$ cat config.mk
export PLATFORM = sky130hd
export DESIGN_NAME = fsm_mode_ctrl
export DESIGN_NICKNAME = d
export VERILOG_FILES = /design/src/include/fsm_pkg.sv /design/src/verilog/fsm_mode_ctrl.sv /design/src/verilog/fsm_timer.sv
export SDC_FILE = /design/constraint.sdc
export NUM_CORES = 1
export LEC_CHECK = 0
export BUFFER_PORTS_ARGS = -buffer_cell sky130_fd_sc_hd__buf_4
export CAP_MARGIN = 0
export CORE_MARGIN = 1
export CORE_UTILIZATION = 61
export CTS_BUF_LIST = sky130_fd_sc_hd__clkbuf_4
export DETAILED_ROUTE_END_ITERATION = 8
export GPL_ROUTABILITY_DRIVEN = 1
export PLACE_DENSITY = 0.8
export SLEW_MARGIN = 20
export SYNTH_ARGS = -nofsm -noshare
export SYNTH_HDL_FRONTEND = slang
export SYNTH_SLANG_ARGS = --single-unit
$ cat constraint.sdc
create_clock -name SYS_CLK -period 3.15 [get_ports SYS_CLK]
set_clock_uncertainty 0.2 [all_clocks]
set_input_delay 0.63 -clock SYS_CLK [delete_from_list [all_inputs] [get_ports SYS_CLK]]
set_output_delay 0.63 -clock SYS_CLK [all_outputs]
set_load 0.005 [all_outputs]
$ cat src/include/fsm_pkg.sv
package fsm_pkg;
    localparam int CLK_MHZ         = 125;
    localparam int FS_FILTER_MS    = 100;   // Fail-safe least stay
    localparam int TSD_DELAY_MS    = 1000;  // Thermal restart delay
    localparam int FS_FILTER_CYC   = FS_FILTER_MS * 1000 * CLK_MHZ;
    localparam int TSD_DELAY_CYC   = TSD_DELAY_MS * 1000 * CLK_MHZ;
    localparam int RST_DELAY_CYC   = 1250;  // Reset delay after threshold
    localparam int SOFT_PULSE_CYC  = 125;   // Soft reset output pulse
    localparam int CNT_W           = 32;
    localparam logic [1:0] MODE_NORMAL = 2'h0;
    localparam logic [1:0] MODE_SLEEP  = 2'h1;
    localparam logic [1:0] MODE_STOP   = 2'h2;
    localparam logic [1:0] MODE_SOFT   = 2'h3;
    typedef enum logic [2:0] {ST_INIT, ST_NORMAL, ST_STOP, ST_RESTART, ST_FAILSAFE} fsm_state_type;
endpackage

$ cat src/verilog/fsm_mode_ctrl.sv
// Operating-mode controller: init, normal, stop, restart, fail-safe
module fsm_mode_ctrl
    import fsm_pkg::*;
#(
    parameter int FS_FILTER  = FS_FILTER_CYC,
    parameter int TSD_DELAY  = TSD_DELAY_CYC,
    parameter int RST_DELAY  = RST_DELAY_CYC
)
(
    // Clock and reset
    input  wire logic SYS_CLK,
    input  wire logic RESET_N,
    // Analog monitors
    input  wire logic REG_ABOVE_RESET_THR,
    input  wire logic SUPPLY_ABOVE_UV_THR,
    input  wire logic REG_UNDERVOLTAGE_EVT,
    input  wire logic REG_SHORT_GND,
    input  wire logic THERMAL_SHUTDOWN_LEVEL_TWO,
    input  wire logic FS_WATCHDOG_FAILURE_FLAG_LIMIT,
    // Host frame decode
    input  wire logic       FRAME_VALID,
    input  wire logic       FRAME_CONTENT_BAD,
    input  wire logic [1:0] FRAME_MODE,
    input  wire logic       FRAME_MODE_WRITE,
    // Configuration bits
    input  wire logic DEVMODE_STRAP,
    input  wire logic DEVMODE_WATCHDOG_OFF,
    input  wire logic DEVMODE_WATCHDOG_IRQ_MASK,
    input  wire logic SOFT_RESET_PULSE_SELECT,
    input  wire logic SECOND_WAKE_PIN_IS_FAIL,
    input  wire logic CLEAR_FAILURE_FLAG,
    input  wire logic CLEAR_WATCHDOG_FAILURE,
    input  wire logic CLEAR_SPI_FAILURE,
    input  wire logic CYCLIC_SENSE_REQ,
    input  wire logic CYCLIC_WAKE_REQ,
    // Events
    input  wire logic WATCHDOG_TRIGGER_FAIL,
    input  wire logic WAKE_EVENT,
    input  wire logic SUPPLY_UV_EVT,
    // Outputs
    output logic       RESET_OUT_N,
    output logic       INTERRUPT_OUT_N,
    output logic       FAIL_OUTPUT,
    output logic       MAIN_REGULATOR_ON,
    output logic       WATCHDOG_ON,
    output logic       HIGH_SIDE_SWITCHES_EN,
    output logic       BRIDGE_DRIVER_CHARGE_PUMP_EN,
    output logic       CYCLIC_SENSE_ON,
    output logic       CYCLIC_WAKE_ON,
    output logic       BUS_FORCE_WAKE_CAPABLE,
    output logic       CAN_LIN_DEFAULT_ON,
    output logic       PARKING_BRAKE_ALLOWED,
    output logic       WAKE_SOURCES_DEFAULT_EN,
    output logic       WAKE_FLAGS_CLEAR,
    output logic       SOFT_RESET_LOAD,
    output logic       WATCHDOG_FAILURE_FLAG,
    output logic       SPI_FAILURE_FLAG,
    output logic       FAILURE_FLAG,
    output logic       REGULATOR_UNDERVOLTAGE_FLAG,
    output logic       SUPPLY_UNDERVOLTAGE_FLAG,
    output logic       DEVMODE_ACTIVE,
    output logic [2:0] MODE_STATE
);
    fsm_state_type state_r, state_nxt;
    logic          first_release_r;
    logic          devmode_block_r;
    logic          devmode_r;
    logic          devmode_caught_r;
    logic          wake_stored_r;
    logic          tsd_seen_r;
    logic          fs_entry;
    logic          fs_filter_done;
    logic          tsd_done;
    logic          rst_delay_done;
    logic [7:0]    soft_cnt_r;
    logic          soft_reset_req;
    logic          watchdog_failure_flag_eff;
    logic          wd_irq_pulse;
    logic          reg_uv_restart;

    ////////////////////////////////////////////////////////////////
    // Long delay timers
    fsm_timer u_fs_filter (
        .clk   (SYS_CLK),
        .rst_n (RESET_N),
        .run   (state_r == ST_FAILSAFE),
        .load  (CNT_W'(FS_FILTER)),
        .done  (fs_filter_done)
    );

    fsm_timer u_tsd (
        .clk   (SYS_CLK),
        .rst_n (RESET_N),
        .run   (state_r == ST_FAILSAFE && tsd_seen_r && !THERMAL_SHUTDOWN_LEVEL_TWO),
        .load  (CNT_W'(TSD_DELAY)),
        .done  (tsd_done)
    );

    // Reset delay only counts once regulator is above threshold
    fsm_timer u_rst_delay (
        .clk   (SYS_CLK),
        .rst_n (RESET_N),
        .run   (REG_ABOVE_RESET_THR && (state_r == ST_INIT || state_r == ST_RESTART)),
        .load  (CNT_W'(RST_DELAY)),
        .done  (rst_delay_done)
    );

    ////////////////////////////////////////////////////////////////
    // Derived events
    assign soft_reset_req = FRAME_VALID && FRAME_MODE_WRITE && FRAME_MODE == MODE_SOFT
                            && (state_r == ST_NORMAL || state_r == ST_STOP);
    // Development mode hides watchdog failures from mode logic
    assign watchdog_failure_flag_eff    = FS_WATCHDOG_FAILURE_FLAG_LIMIT && !devmode_r;
    assign reg_uv_restart = REG_UNDERVOLTAGE_EVT && first_release_r;
    assign fs_entry       = (state_nxt == ST_FAILSAFE) && (state_r != ST_FAILSAFE);
    assign wd_irq_pulse   = devmode_r && WATCHDOG_TRIGGER_FAIL && !DEVMODE_WATCHDOG_OFF
                            && !DEVMODE_WATCHDOG_IRQ_MASK;

    ////////////////////////////////////////////////////////////////
    // Next-state logic
    always_comb
    begin
        state_nxt = state_r;
        case (state_r)
            ST_INIT:
            begin
                if (REG_SHORT_GND || THERMAL_SHUTDOWN_LEVEL_TWO)
                    state_nxt = ST_FAILSAFE;
                else if (FRAME_VALID && RESET_OUT_N)
                    state_nxt = ST_NORMAL;
            end
            ST_NORMAL, ST_STOP:
            begin
                if (REG_SHORT_GND || THERMAL_SHUTDOWN_LEVEL_TWO || watchdog_failure_flag_eff)
                    state_nxt = ST_FAILSAFE;
                else if (soft_reset_req)
                    state_nxt = ST_INIT;
                else if (reg_uv_restart || (WATCHDOG_TRIGGER_FAIL && !devmode_r))
                    state_nxt = ST_RESTART;
                else if (FRAME_VALID && FRAME_MODE_WRITE && FRAME_MODE == MODE_STOP)
                    state_nxt = ST_STOP;
                else if (FRAME_VALID && FRAME_MODE_WRITE && FRAME_MODE == MODE_NORMAL)
                    state_nxt = ST_NORMAL;
            end
            ST_RESTART:
            begin
                if (REG_SHORT_GND || THERMAL_SHUTDOWN_LEVEL_TWO)
                    state_nxt = ST_FAILSAFE;
                else if (rst_delay_done)
                    state_nxt = ST_NORMAL;
            end
            ST_FAILSAFE:
            begin
                if (fs_filter_done && (wake_stored_r || WAKE_EVENT || tsd_done))
                    state_nxt = ST_RESTART;
            end
            default: state_nxt = ST_INIT;
        endcase
    end

    always_ff @(posedge SYS_CLK or negedge RESET_N)
    begin
        if (!RESET_N)
            state_r <= ST_INIT;
        else
            state_r <= state_nxt;
    end

    ////////////////////////////////////////////////////////////////
    // Fail-safe bookkeeping: stored wakes and thermal cause
    always_ff @(posedge SYS_CLK or negedge RESET_N)
    begin
        if (!RESET_N)
        begin
            wake_stored_r <= 1'b0;
            tsd_seen_r    <= 1'b0;
        end
        else if (state_r != ST_FAILSAFE)
        begin
            wake_stored_r <= 1'b0;
            tsd_seen_r    <= THERMAL_SHUTDOWN_LEVEL_TWO;
        end
        else
        begin
            if (WAKE_EVENT)
                wake_stored_r <= 1'b1;
            if (THERMAL_SHUTDOWN_LEVEL_TWO)
                tsd_seen_r <= 1'b1;
        end
    end

    ////////////////////////////////////////////////////////////////
    // Development mode caught after reset release; short in init blocks it
    always_ff @(posedge SYS_CLK or negedge RESET_N)
    begin
        if (!RESET_N)
        begin
            devmode_r        <= 1'b0;
            devmode_caught_r <= 1'b0;
            devmode_block_r  <= 1'b0;
        end
        else
        begin
            if (!devmode_caught_r)
            begin
                devmode_caught_r <= 1'b1;
                devmode_r        <= DEVMODE_STRAP;
            end
            if (state_r == ST_INIT && REG_SHORT_GND)
            begin
                devmode_block_r <= 1'b1;
                devmode_r       <= 1'b0;
            end
        end
    end

    ////////////////////////////////////////////////////////////////
    // First release of reset output since power-up
    always_ff @(posedge SYS_CLK or negedge RESET_N)
    begin
        if (!RESET_N)
            first_release_r <= 1'b0;
        else if (RESET_OUT_N)
            first_release_r <= 1'b1;
    end

    ////////////////////////////////////////////////////////////////
    // Soft reset output pulse counter
    always_ff @(posedge SYS_CLK or negedge RESET_N)
    begin
        if (!RESET_N)
            soft_cnt_r <= 8'h00;
        else if (soft_reset_req && !SOFT_RESET_PULSE_SELECT)
            soft_cnt_r <= 8'(SOFT_PULSE_CYC);
        else if (soft_cnt_r != 8'h00)
            soft_cnt_r <= soft_cnt_r - 8'h01;
    end

    ////////////////////////////////////////////////////////////////
    // Reset output: low below threshold, in restart, during pulse
    always_ff @(posedge SYS_CLK or negedge RESET_N)
    begin
        if (!RESET_N)
            RESET_OUT_N <= 1'b0;
        else if (!REG_ABOVE_RESET_THR || state_nxt == ST_RESTART || state_nxt == ST_FAILSAFE)
            RESET_OUT_N <= 1'b0;
        else if (soft_reset_req && !SOFT_RESET_PULSE_SELECT)
            RESET_OUT_N <= 1'b0;
        else if (soft_cnt_r > 8'h01)
            RESET_OUT_N <= 1'b0;
        else if (rst_delay_done || state_r == ST_NORMAL || state_r == ST_STOP)
            RESET_OUT_N <= 1'b1;
    end

    ////////////////////////////////////////////////////////////////
    // Status flags; hardware set wins over clear
    always_ff @(posedge SYS_CLK or negedge RESET_N)
    begin
        if (!RESET_N)
        begin
            WATCHDOG_FAILURE_FLAG       <= 1'b0;
            SPI_FAILURE_FLAG            <= 1'b0;
            FAILURE_FLAG                <= 1'b0;
            REGULATOR_UNDERVOLTAGE_FLAG <= 1'b0;
            SUPPLY_UNDERVOLTAGE_FLAG    <= 1'b0;
        end
        else
        begin
            if (WATCHDOG_TRIGGER_FAIL && !(devmode_r && DEVMODE_WATCHDOG_OFF))
                WATCHDOG_FAILURE_FLAG <= 1'b1;
            else if (CLEAR_WATCHDOG_FAILURE)
                WATCHDOG_FAILURE_FLAG <= 1'b0;
            if (state_r == ST_INIT && FRAME_VALID && RESET_OUT_N
                && (FRAME_CONTENT_BAD || (FRAME_MODE_WRITE && FRAME_MODE == MODE_SLEEP)))
                SPI_FAILURE_FLAG <= 1'b1;
            else if (CLEAR_SPI_FAILURE)
                SPI_FAILURE_FLAG <= 1'b0;
            if (state_r == ST_FAILSAFE && state_nxt != ST_FAILSAFE)
                FAILURE_FLAG <= 1'b1;
            else if (CLEAR_FAILURE_FLAG)
                FAILURE_FLAG <= 1'b0;
            if (REG_UNDERVOLTAGE_EVT && (REG_ABOVE_RESET_THR || SUPPLY_ABOVE_UV_THR))
                REGULATOR_UNDERVOLTAGE_FLAG <= 1'b1;
            else if (soft_reset_req)
                REGULATOR_UNDERVOLTAGE_FLAG <= 1'b0;
            if (SUPPLY_UV_EVT && (state_r != ST_INIT || RESET_OUT_N))
                SUPPLY_UNDERVOLTAGE_FLAG <= 1'b1;
            else if (soft_reset_req)
                SUPPLY_UNDERVOLTAGE_FLAG <= 1'b0;
        end
    end

    ////////////////////////////////////////////////////////////////
    // Function enables per mode
    always_ff @(posedge SYS_CLK or negedge RESET_N)
    begin
        if (!RESET_N)
        begin
            MAIN_REGULATOR_ON            <= 1'b1;
            WATCHDOG_ON                  <= 1'b0;
            HIGH_SIDE_SWITCHES_EN        <= 1'b0;
            BRIDGE_DRIVER_CHARGE_PUMP_EN <= 1'b0;
            CYCLIC_SENSE_ON              <= 1'b0;
            CYCLIC_WAKE_ON               <= 1'b0;
            BUS_FORCE_WAKE_CAPABLE       <= 1'b0;
            PARKING_BRAKE_ALLOWED        <= 1'b0;
            CAN_LIN_DEFAULT_ON           <= 1'b0;
        end
        else
        begin
            MAIN_REGULATOR_ON     <= (state_nxt != ST_FAILSAFE);
            WATCHDOG_ON           <= (state_nxt == ST_NORMAL || state_nxt == ST_STOP)
                                     && !(devmode_r && DEVMODE_WATCHDOG_OFF);
            HIGH_SIDE_SWITCHES_EN <= (state_nxt == ST_NORMAL || state_nxt == ST_STOP);
            BRIDGE_DRIVER_CHARGE_PUMP_EN <= (state_nxt == ST_NORMAL);
            // Cyclic functions die in restart and fail-safe
            CYCLIC_SENSE_ON       <= CYCLIC_SENSE_REQ && (state_nxt == ST_NORMAL
                                     || state_nxt == ST_STOP);
            CYCLIC_WAKE_ON        <= CYCLIC_WAKE_REQ && (state_nxt == ST_NORMAL
                                     || state_nxt == ST_STOP);
            BUS_FORCE_WAKE_CAPABLE <= (state_nxt == ST_FAILSAFE);
            PARKING_BRAKE_ALLOWED <= (state_nxt != ST_FAILSAFE);
            // In development mode the default stays on from init into normal until the mode moves on
            CAN_LIN_DEFAULT_ON    <= devmode_r && (state_nxt == ST_INIT
                                     || (CAN_LIN_DEFAULT_ON && state_nxt == ST_NORMAL));
        end
    end

    ////////////////////////////////////////////////////////////////
    // Entry pulses, fail output, interrupt, visible state
    always_ff @(posedge SYS_CLK or negedge RESET_N)
    begin
        if (!RESET_N)
        begin
            WAKE_SOURCES_DEFAULT_EN <= 1'b0;
            WAKE_FLAGS_CLEAR        <= 1'b0;
            SOFT_RESET_LOAD         <= 1'b0;
            FAIL_OUTPUT             <= 1'b0;
            INTERRUPT_OUT_N         <= 1'b1;
            DEVMODE_ACTIVE          <= 1'b0;
            MODE_STATE              <= 3'h0;
        end
        else
        begin
            WAKE_SOURCES_DEFAULT_EN <= fs_entry;
            // Init drops wakes, fail-safe entry clears flags
            WAKE_FLAGS_CLEAR <= fs_entry || (state_r == ST_INIT && WAKE_EVENT);
            SOFT_RESET_LOAD  <= soft_reset_req;
            if (fs_entry && SECOND_WAKE_PIN_IS_FAIL)
                FAIL_OUTPUT <= 1'b1;
            else if (state_r != ST_FAILSAFE && !FAILURE_FLAG)
                FAIL_OUTPUT <= 1'b0;
            INTERRUPT_OUT_N <= !wd_irq_pulse;
            DEVMODE_ACTIVE  <= devmode_r && !devmode_block_r;
            MODE_STATE      <= state_r;
        end
    end

    ////////////////////////////////////////////////////////////////
    // Checks
    // Outputs follow the next state, so the regulator check keys on state_nxt
    AST_FS_REG_OFF: assert property (@(posedge SYS_CLK) disable iff (!RESET_N)
        state_nxt == ST_FAILSAFE |=> !MAIN_REGULATOR_ON && BUS_FORCE_WAKE_CAPABLE)
        else $error("regulator on in fail-safe");
    AST_CYC_OFF: assert property (@(posedge SYS_CLK) disable iff (!RESET_N)
        state_nxt == ST_RESTART |=> !CYCLIC_SENSE_ON && !CYCLIC_WAKE_ON)
        else $error("cyclic still on in restart");
    AST_FS_WAKE_CLR: assert property (@(posedge SYS_CLK) disable iff (!RESET_N)
        fs_entry |=> WAKE_FLAGS_CLEAR && WAKE_SOURCES_DEFAULT_EN)
        else $error("fail-safe entry actions missing");
    AST_FO_SET: assert property (@(posedge SYS_CLK) disable iff (!RESET_N)
        fs_entry && SECOND_WAKE_PIN_IS_FAIL |=> FAIL_OUTPUT)
        else $error("fail output not asserted");
    AST_PARK_OFF: assert property (@(posedge SYS_CLK) disable iff (!RESET_N)
        state_r == ST_FAILSAFE && $past(state_r) == ST_FAILSAFE
        |-> !PARKING_BRAKE_ALLOWED)
        else $error("parking brake allowed in fail-safe");
    AST_FS_STAY: assert property (@(posedge SYS_CLK) disable iff (!RESET_N)
        fs_entry |=> state_r == ST_FAILSAFE [*8])
        else $error("fail-safe left before filter");
    AST_DEV_NO_WD: assert property (@(posedge SYS_CLK) disable iff (!RESET_N)
        devmode_r && state_r == ST_NORMAL && WATCHDOG_TRIGGER_FAIL && !REG_SHORT_GND
        && !THERMAL_SHUTDOWN_LEVEL_TWO && !reg_uv_restart |=> state_r != ST_RESTART)
        else $error("watchdog failure caused restart in dev mode");
    // Back-to-back failures may keep the line low one more cycle
    AST_DEV_IRQ: assert property (@(posedge SYS_CLK) disable iff (!RESET_N)
        wd_irq_pulse |=> !INTERRUPT_OUT_N ##1 (INTERRUPT_OUT_N || $past(wd_irq_pulse)))
        else $error("wrong watchdog interrupt pulse");
    AST_RST_LOW: assert property (@(posedge SYS_CLK) disable iff (!RESET_N)
        !REG_ABOVE_RESET_THR |=> !RESET_OUT_N)
        else $error("reset output high below threshold");
    AST_INIT_NORMAL: assert property (@(posedge SYS_CLK) disable iff (!RESET_N)
        state_r == ST_INIT && FRAME_VALID && RESET_OUT_N && !REG_SHORT_GND
        && !THERMAL_SHUTDOWN_LEVEL_TWO |=> state_r == ST_NORMAL)
        else $error("frame did not move init to normal");
    AST_SOFT_PULSE: assert property (@(posedge SYS_CLK) disable iff (!RESET_N)
        soft_reset_req && SOFT_RESET_PULSE_SELECT && REG_ABOVE_RESET_THR |=> RESET_OUT_N)
        else $error("reset pulse despite select");
    AST_FAIL_FLAG: assert property (@(posedge SYS_CLK) disable iff (!RESET_N)
        state_r == ST_FAILSAFE && state_nxt == ST_RESTART |=> FAILURE_FLAG)
        else $error("failure flag not set on exit");

    COV_FS_EXIT: cover property (@(posedge SYS_CLK) disable iff (!RESET_N)
        state_r == ST_FAILSAFE ##1 state_r == ST_RESTART);
    COV_INIT_NORMAL: cover property (@(posedge SYS_CLK) disable iff (!RESET_N)
        state_r == ST_INIT ##1 state_r == ST_NORMAL);
    COV_SOFT: cover property (@(posedge SYS_CLK) disable iff (!RESET_N) soft_reset_req);
endmodule

$ cat src/verilog/fsm_timer.sv
// Down counter used for all long delays; reload while not run
module fsm_timer
    import fsm_pkg::*;
(
    // Clock and reset
    input  wire logic             clk,
    input  wire logic             rst_n,
    // Control
    input  wire logic             run,
    input  wire logic [CNT_W-1:0] load,
    // Status
    output logic                  done
);
    logic [CNT_W-1:0] cnt_r;

    ////////////////////////////////////////////////////////////////
    // Count while run; done holds at zero
    always_ff @(posedge clk or negedge rst_n)
    begin
        if (!rst_n)
            cnt_r <= '0;
        else if (!run)
            cnt_r <= load;
        else if (cnt_r != '0)
            cnt_r <= cnt_r - 1'b1;
    end

    assign done = run && (cnt_r == '0);
endmodule

==> out/results.ini <==
[routing]
initialDrtViolationCount = 417
drtPass1Iterations = 5
route.detailed.drc = 0
detailroute.via_count = 6266
route.detailed.vias_per_inst = 6.43
route.final.wire_length_um = 16700
wl_per_cell_um = 17.2
antenna_left = 0

[critical_path]
worst_path_dominant_cell_family = simple AND/OR/NAND/NOR gates
regToRegSetupSlack_ns = 0.20
worst-r2r-cell-count = 5
ordered_cell_list_for_the_critical_path = or4_1 -> or4b_4 -> or3_1 -> or4_1 -> a21oi_1
crit_path_max_fanout = 9
critPathKind = flop to flop
critical_path_depth = 5
slowest_library_cell_on_the_worst_path = sky130_fd_sc_hd__or4_1
crit-reg2reg-launch = u_tsd.cnt_r[9]
setup.worst_path.end_class = flop
critical_path.max_stage_delay_ns = 0.60
cpMostUsedCell = sky130_fd_sc_hd__or4_1
cp.buffers_inverters = 0
arrival_ns = 3.21
cp-start-kind = flop
r2r_end = u_tsd.cnt_r[29]
crit_required_ns = 3.41
startpoint = u_tsd.cnt_r[9]

[synthesis]
synth_cells = 752
synth-warning-count = 0
yosys_register_bits = 137
synth.avg_cell_area_sq_um = 9.49
synth_fp_nets = 786
async_flop_share = 1.00
post_synth_num_cell_types = 62
post_synth_edffs = 0
sequential_area_share_after_synthesis = 0.481
dominantRegCellSynth = sky130_fd_sc_hd__dfrtp_1
synthesis.area_sq_um = 7140

[worst_hold_path]
hp-start = CLEAR_WATCHDOG_FAILURE
hold-path-cell-count = 2
timing.hold.worst_endpoint = WATCHDOG_FAILURE_FLAG
min_path_type = primary input to flop

[final_layout]
most_frequent_cells_in_the_layout = 135 x sky130_fd_sc_hd__dfrtp_1, 77 x sky130_fd_sc_hd__buf_4, 64 x sky130_fd_sc_hd__nor2_1
final_common_cell = sky130_fd_sc_hd__dfrtp_1
fillers = 882
finish.net_count = 851
final_layout_size_suffix_gt1_frac = 0.160
synthToLayoutAreaGrowth_pct = 13.1
postLayoutCoreUtil = 0.707

[place]
place_worst_setup_slack_ns = 0.246
place.port_buffers = 49
place.gp.congestion = 0.830
dp.final_hpwl_um = 11500

[timing]
tns_ns = 0
drv_slew = 0
clock.fmax_mhz = 339
grt_setup_unrepaired = no
finalHoldViolations = 0
final.period_utilization = 0.936
setup-violations-final = 0
max_slew.worst_pin.slew_ns = 0.906
final_period_minus_worst_setup_slack_ns = 2.95
relSlewSlack = 0.391
postLayoutSetupSlackWorst_ns = 0.201

[floorplan]
placement_rows = 39
die_width_um = 110
dieHeight_um = 110
design.core.area_sq_um = 11400
floorplan.initialDensity = 0.625
dieArea_sq_um = 12100
ioPinCount = 50

[clock_network]
max-clock-path-buffers = 2
cts_root_buffer = sky130_fd_sc_hd__clkbuf_4
tritoncts_clock_tree = done
clk-insertion-delay-late_ns = 0.54
clkSinkCount = 137
inserted_clock_buffers = 17
clk_transition_reported_paths_ns = 0.11
h_tree_depth = 4

[outcome]
run_status = complete, no violations

[power]
ir_worst_vdd_v = 0.000663
power-per-cell-area_nw_per_um2 = 536
leakage_nw = 3.33

[global_route]
initial_antenna_violation_count = 1
grt_first_pass_wirelength_um = 27100
vias_in_the_first_global_route = 5893
grt_overflow_total = 0
gr-usage-all-layers = 0.290
largest_net_degree_at_the_start_of_global_routing = 69

[run]
max-cap-violations = 0

[layer usage]
layer	wire length [um]	vias up	global-route usage
met5	0	-	0
met4	198	0	0.0902
met3	919	15	0.0823
met2	8290	201	0.488
met1	7340	3086	0.365
li1	-	2964	-
[timing repair]
action | in CTS | in global routing
setup endpoints to repair | 0 | 2
hold endpoints to repair | 64 | 0
resized for setup | 0 | 1
setup buffers | 0 | 0
hold buffers | 1 | 0
[sequential cells by signal (all words and copies together) (netlist names), 3 cells and up]
register           flops
state_r                3
soft_cnt_r             8
u_tsd.cnt_r           32
u_fs_filter.cnt_r     32
MODE_STATE             3
u_rst_delay.cnt_r     32
[synthesized netlist by cell type, drive strengths merged (15+ instances only)]
library cell  number  area, sq um
dfrtp            135         3380
nor2              64          240
or4               40          300
o21ai             38          190
or3               38          238
a21oi             36          180
nand2             34          128
nor3              31          155
nand3             30          150
inv               29          109
clkbuf            28          105
o31ai             25          188
nor4              24          150
xnor2             15          131
[kinds of logic after synthesis]
kind of cell | count (synthesis) | share of synthesized area
flops | 137 | 0.481
buf+inv | 63 | 0.0345
other cells | 1 | 0.000526
compound gates | 167 | 0.153
mux | 6 | 0.00859
fa+ha+maj | 8 | 0.0140
simple gates | 342 | 0.274
xor+xnor | 28 | 0.0344
[how the worst max path moves through the flow]
stage	end	slack [ns]
2_1_floorplan	u_tsd.cnt_r[29]	0.26
3_3_place_gp	u_tsd.cnt_r[23]	0.34
3_5_place_dp	u_rst_delay.cnt_r[23]	0.25
4_1_cts	u_rst_delay.cnt_r[23]	0.14
5_1_grt	u_tsd.cnt_r[23]	0.15
6_report	u_tsd.cnt_r[29]	0.20
[stage by stage]
step	instances	area (sq um)	hold WS (ns)	power (W)
finish	974	8070	0.0625	0.00432
global route	974	8070	0.0131	0.00457
CTS	972	8060	0.0204	0.00434
detailed placement	940	7790	0.225	0.00325
global placement	940	7790	0.221	0.00318
floorplan	752	7140	0.134	0.00283
[power breakdown]
| group | switching [W] | internal (W) |
|---|---|---|
| Combinational | 0.000623 | 0.000457 |
| Sequential | 0.000189 | 0.00196 |
| Clock | 0.000609 | 0.000479 |
[area by class of cell]
cell class,count,area (sq um),area share
multi-input cells,552,3470,0.430
flip-flops and latches,137,3430,0.425
repair buffers,80,619,0.0768
well taps,143,179,0.0222
clock buffers,20,150,0.0186
inverters,29,109,0.0135
clock inverters,11,106,0.0132
diodes,2,5.00,0.000620
Note: power is estimated with default switching activity, not from simulation.
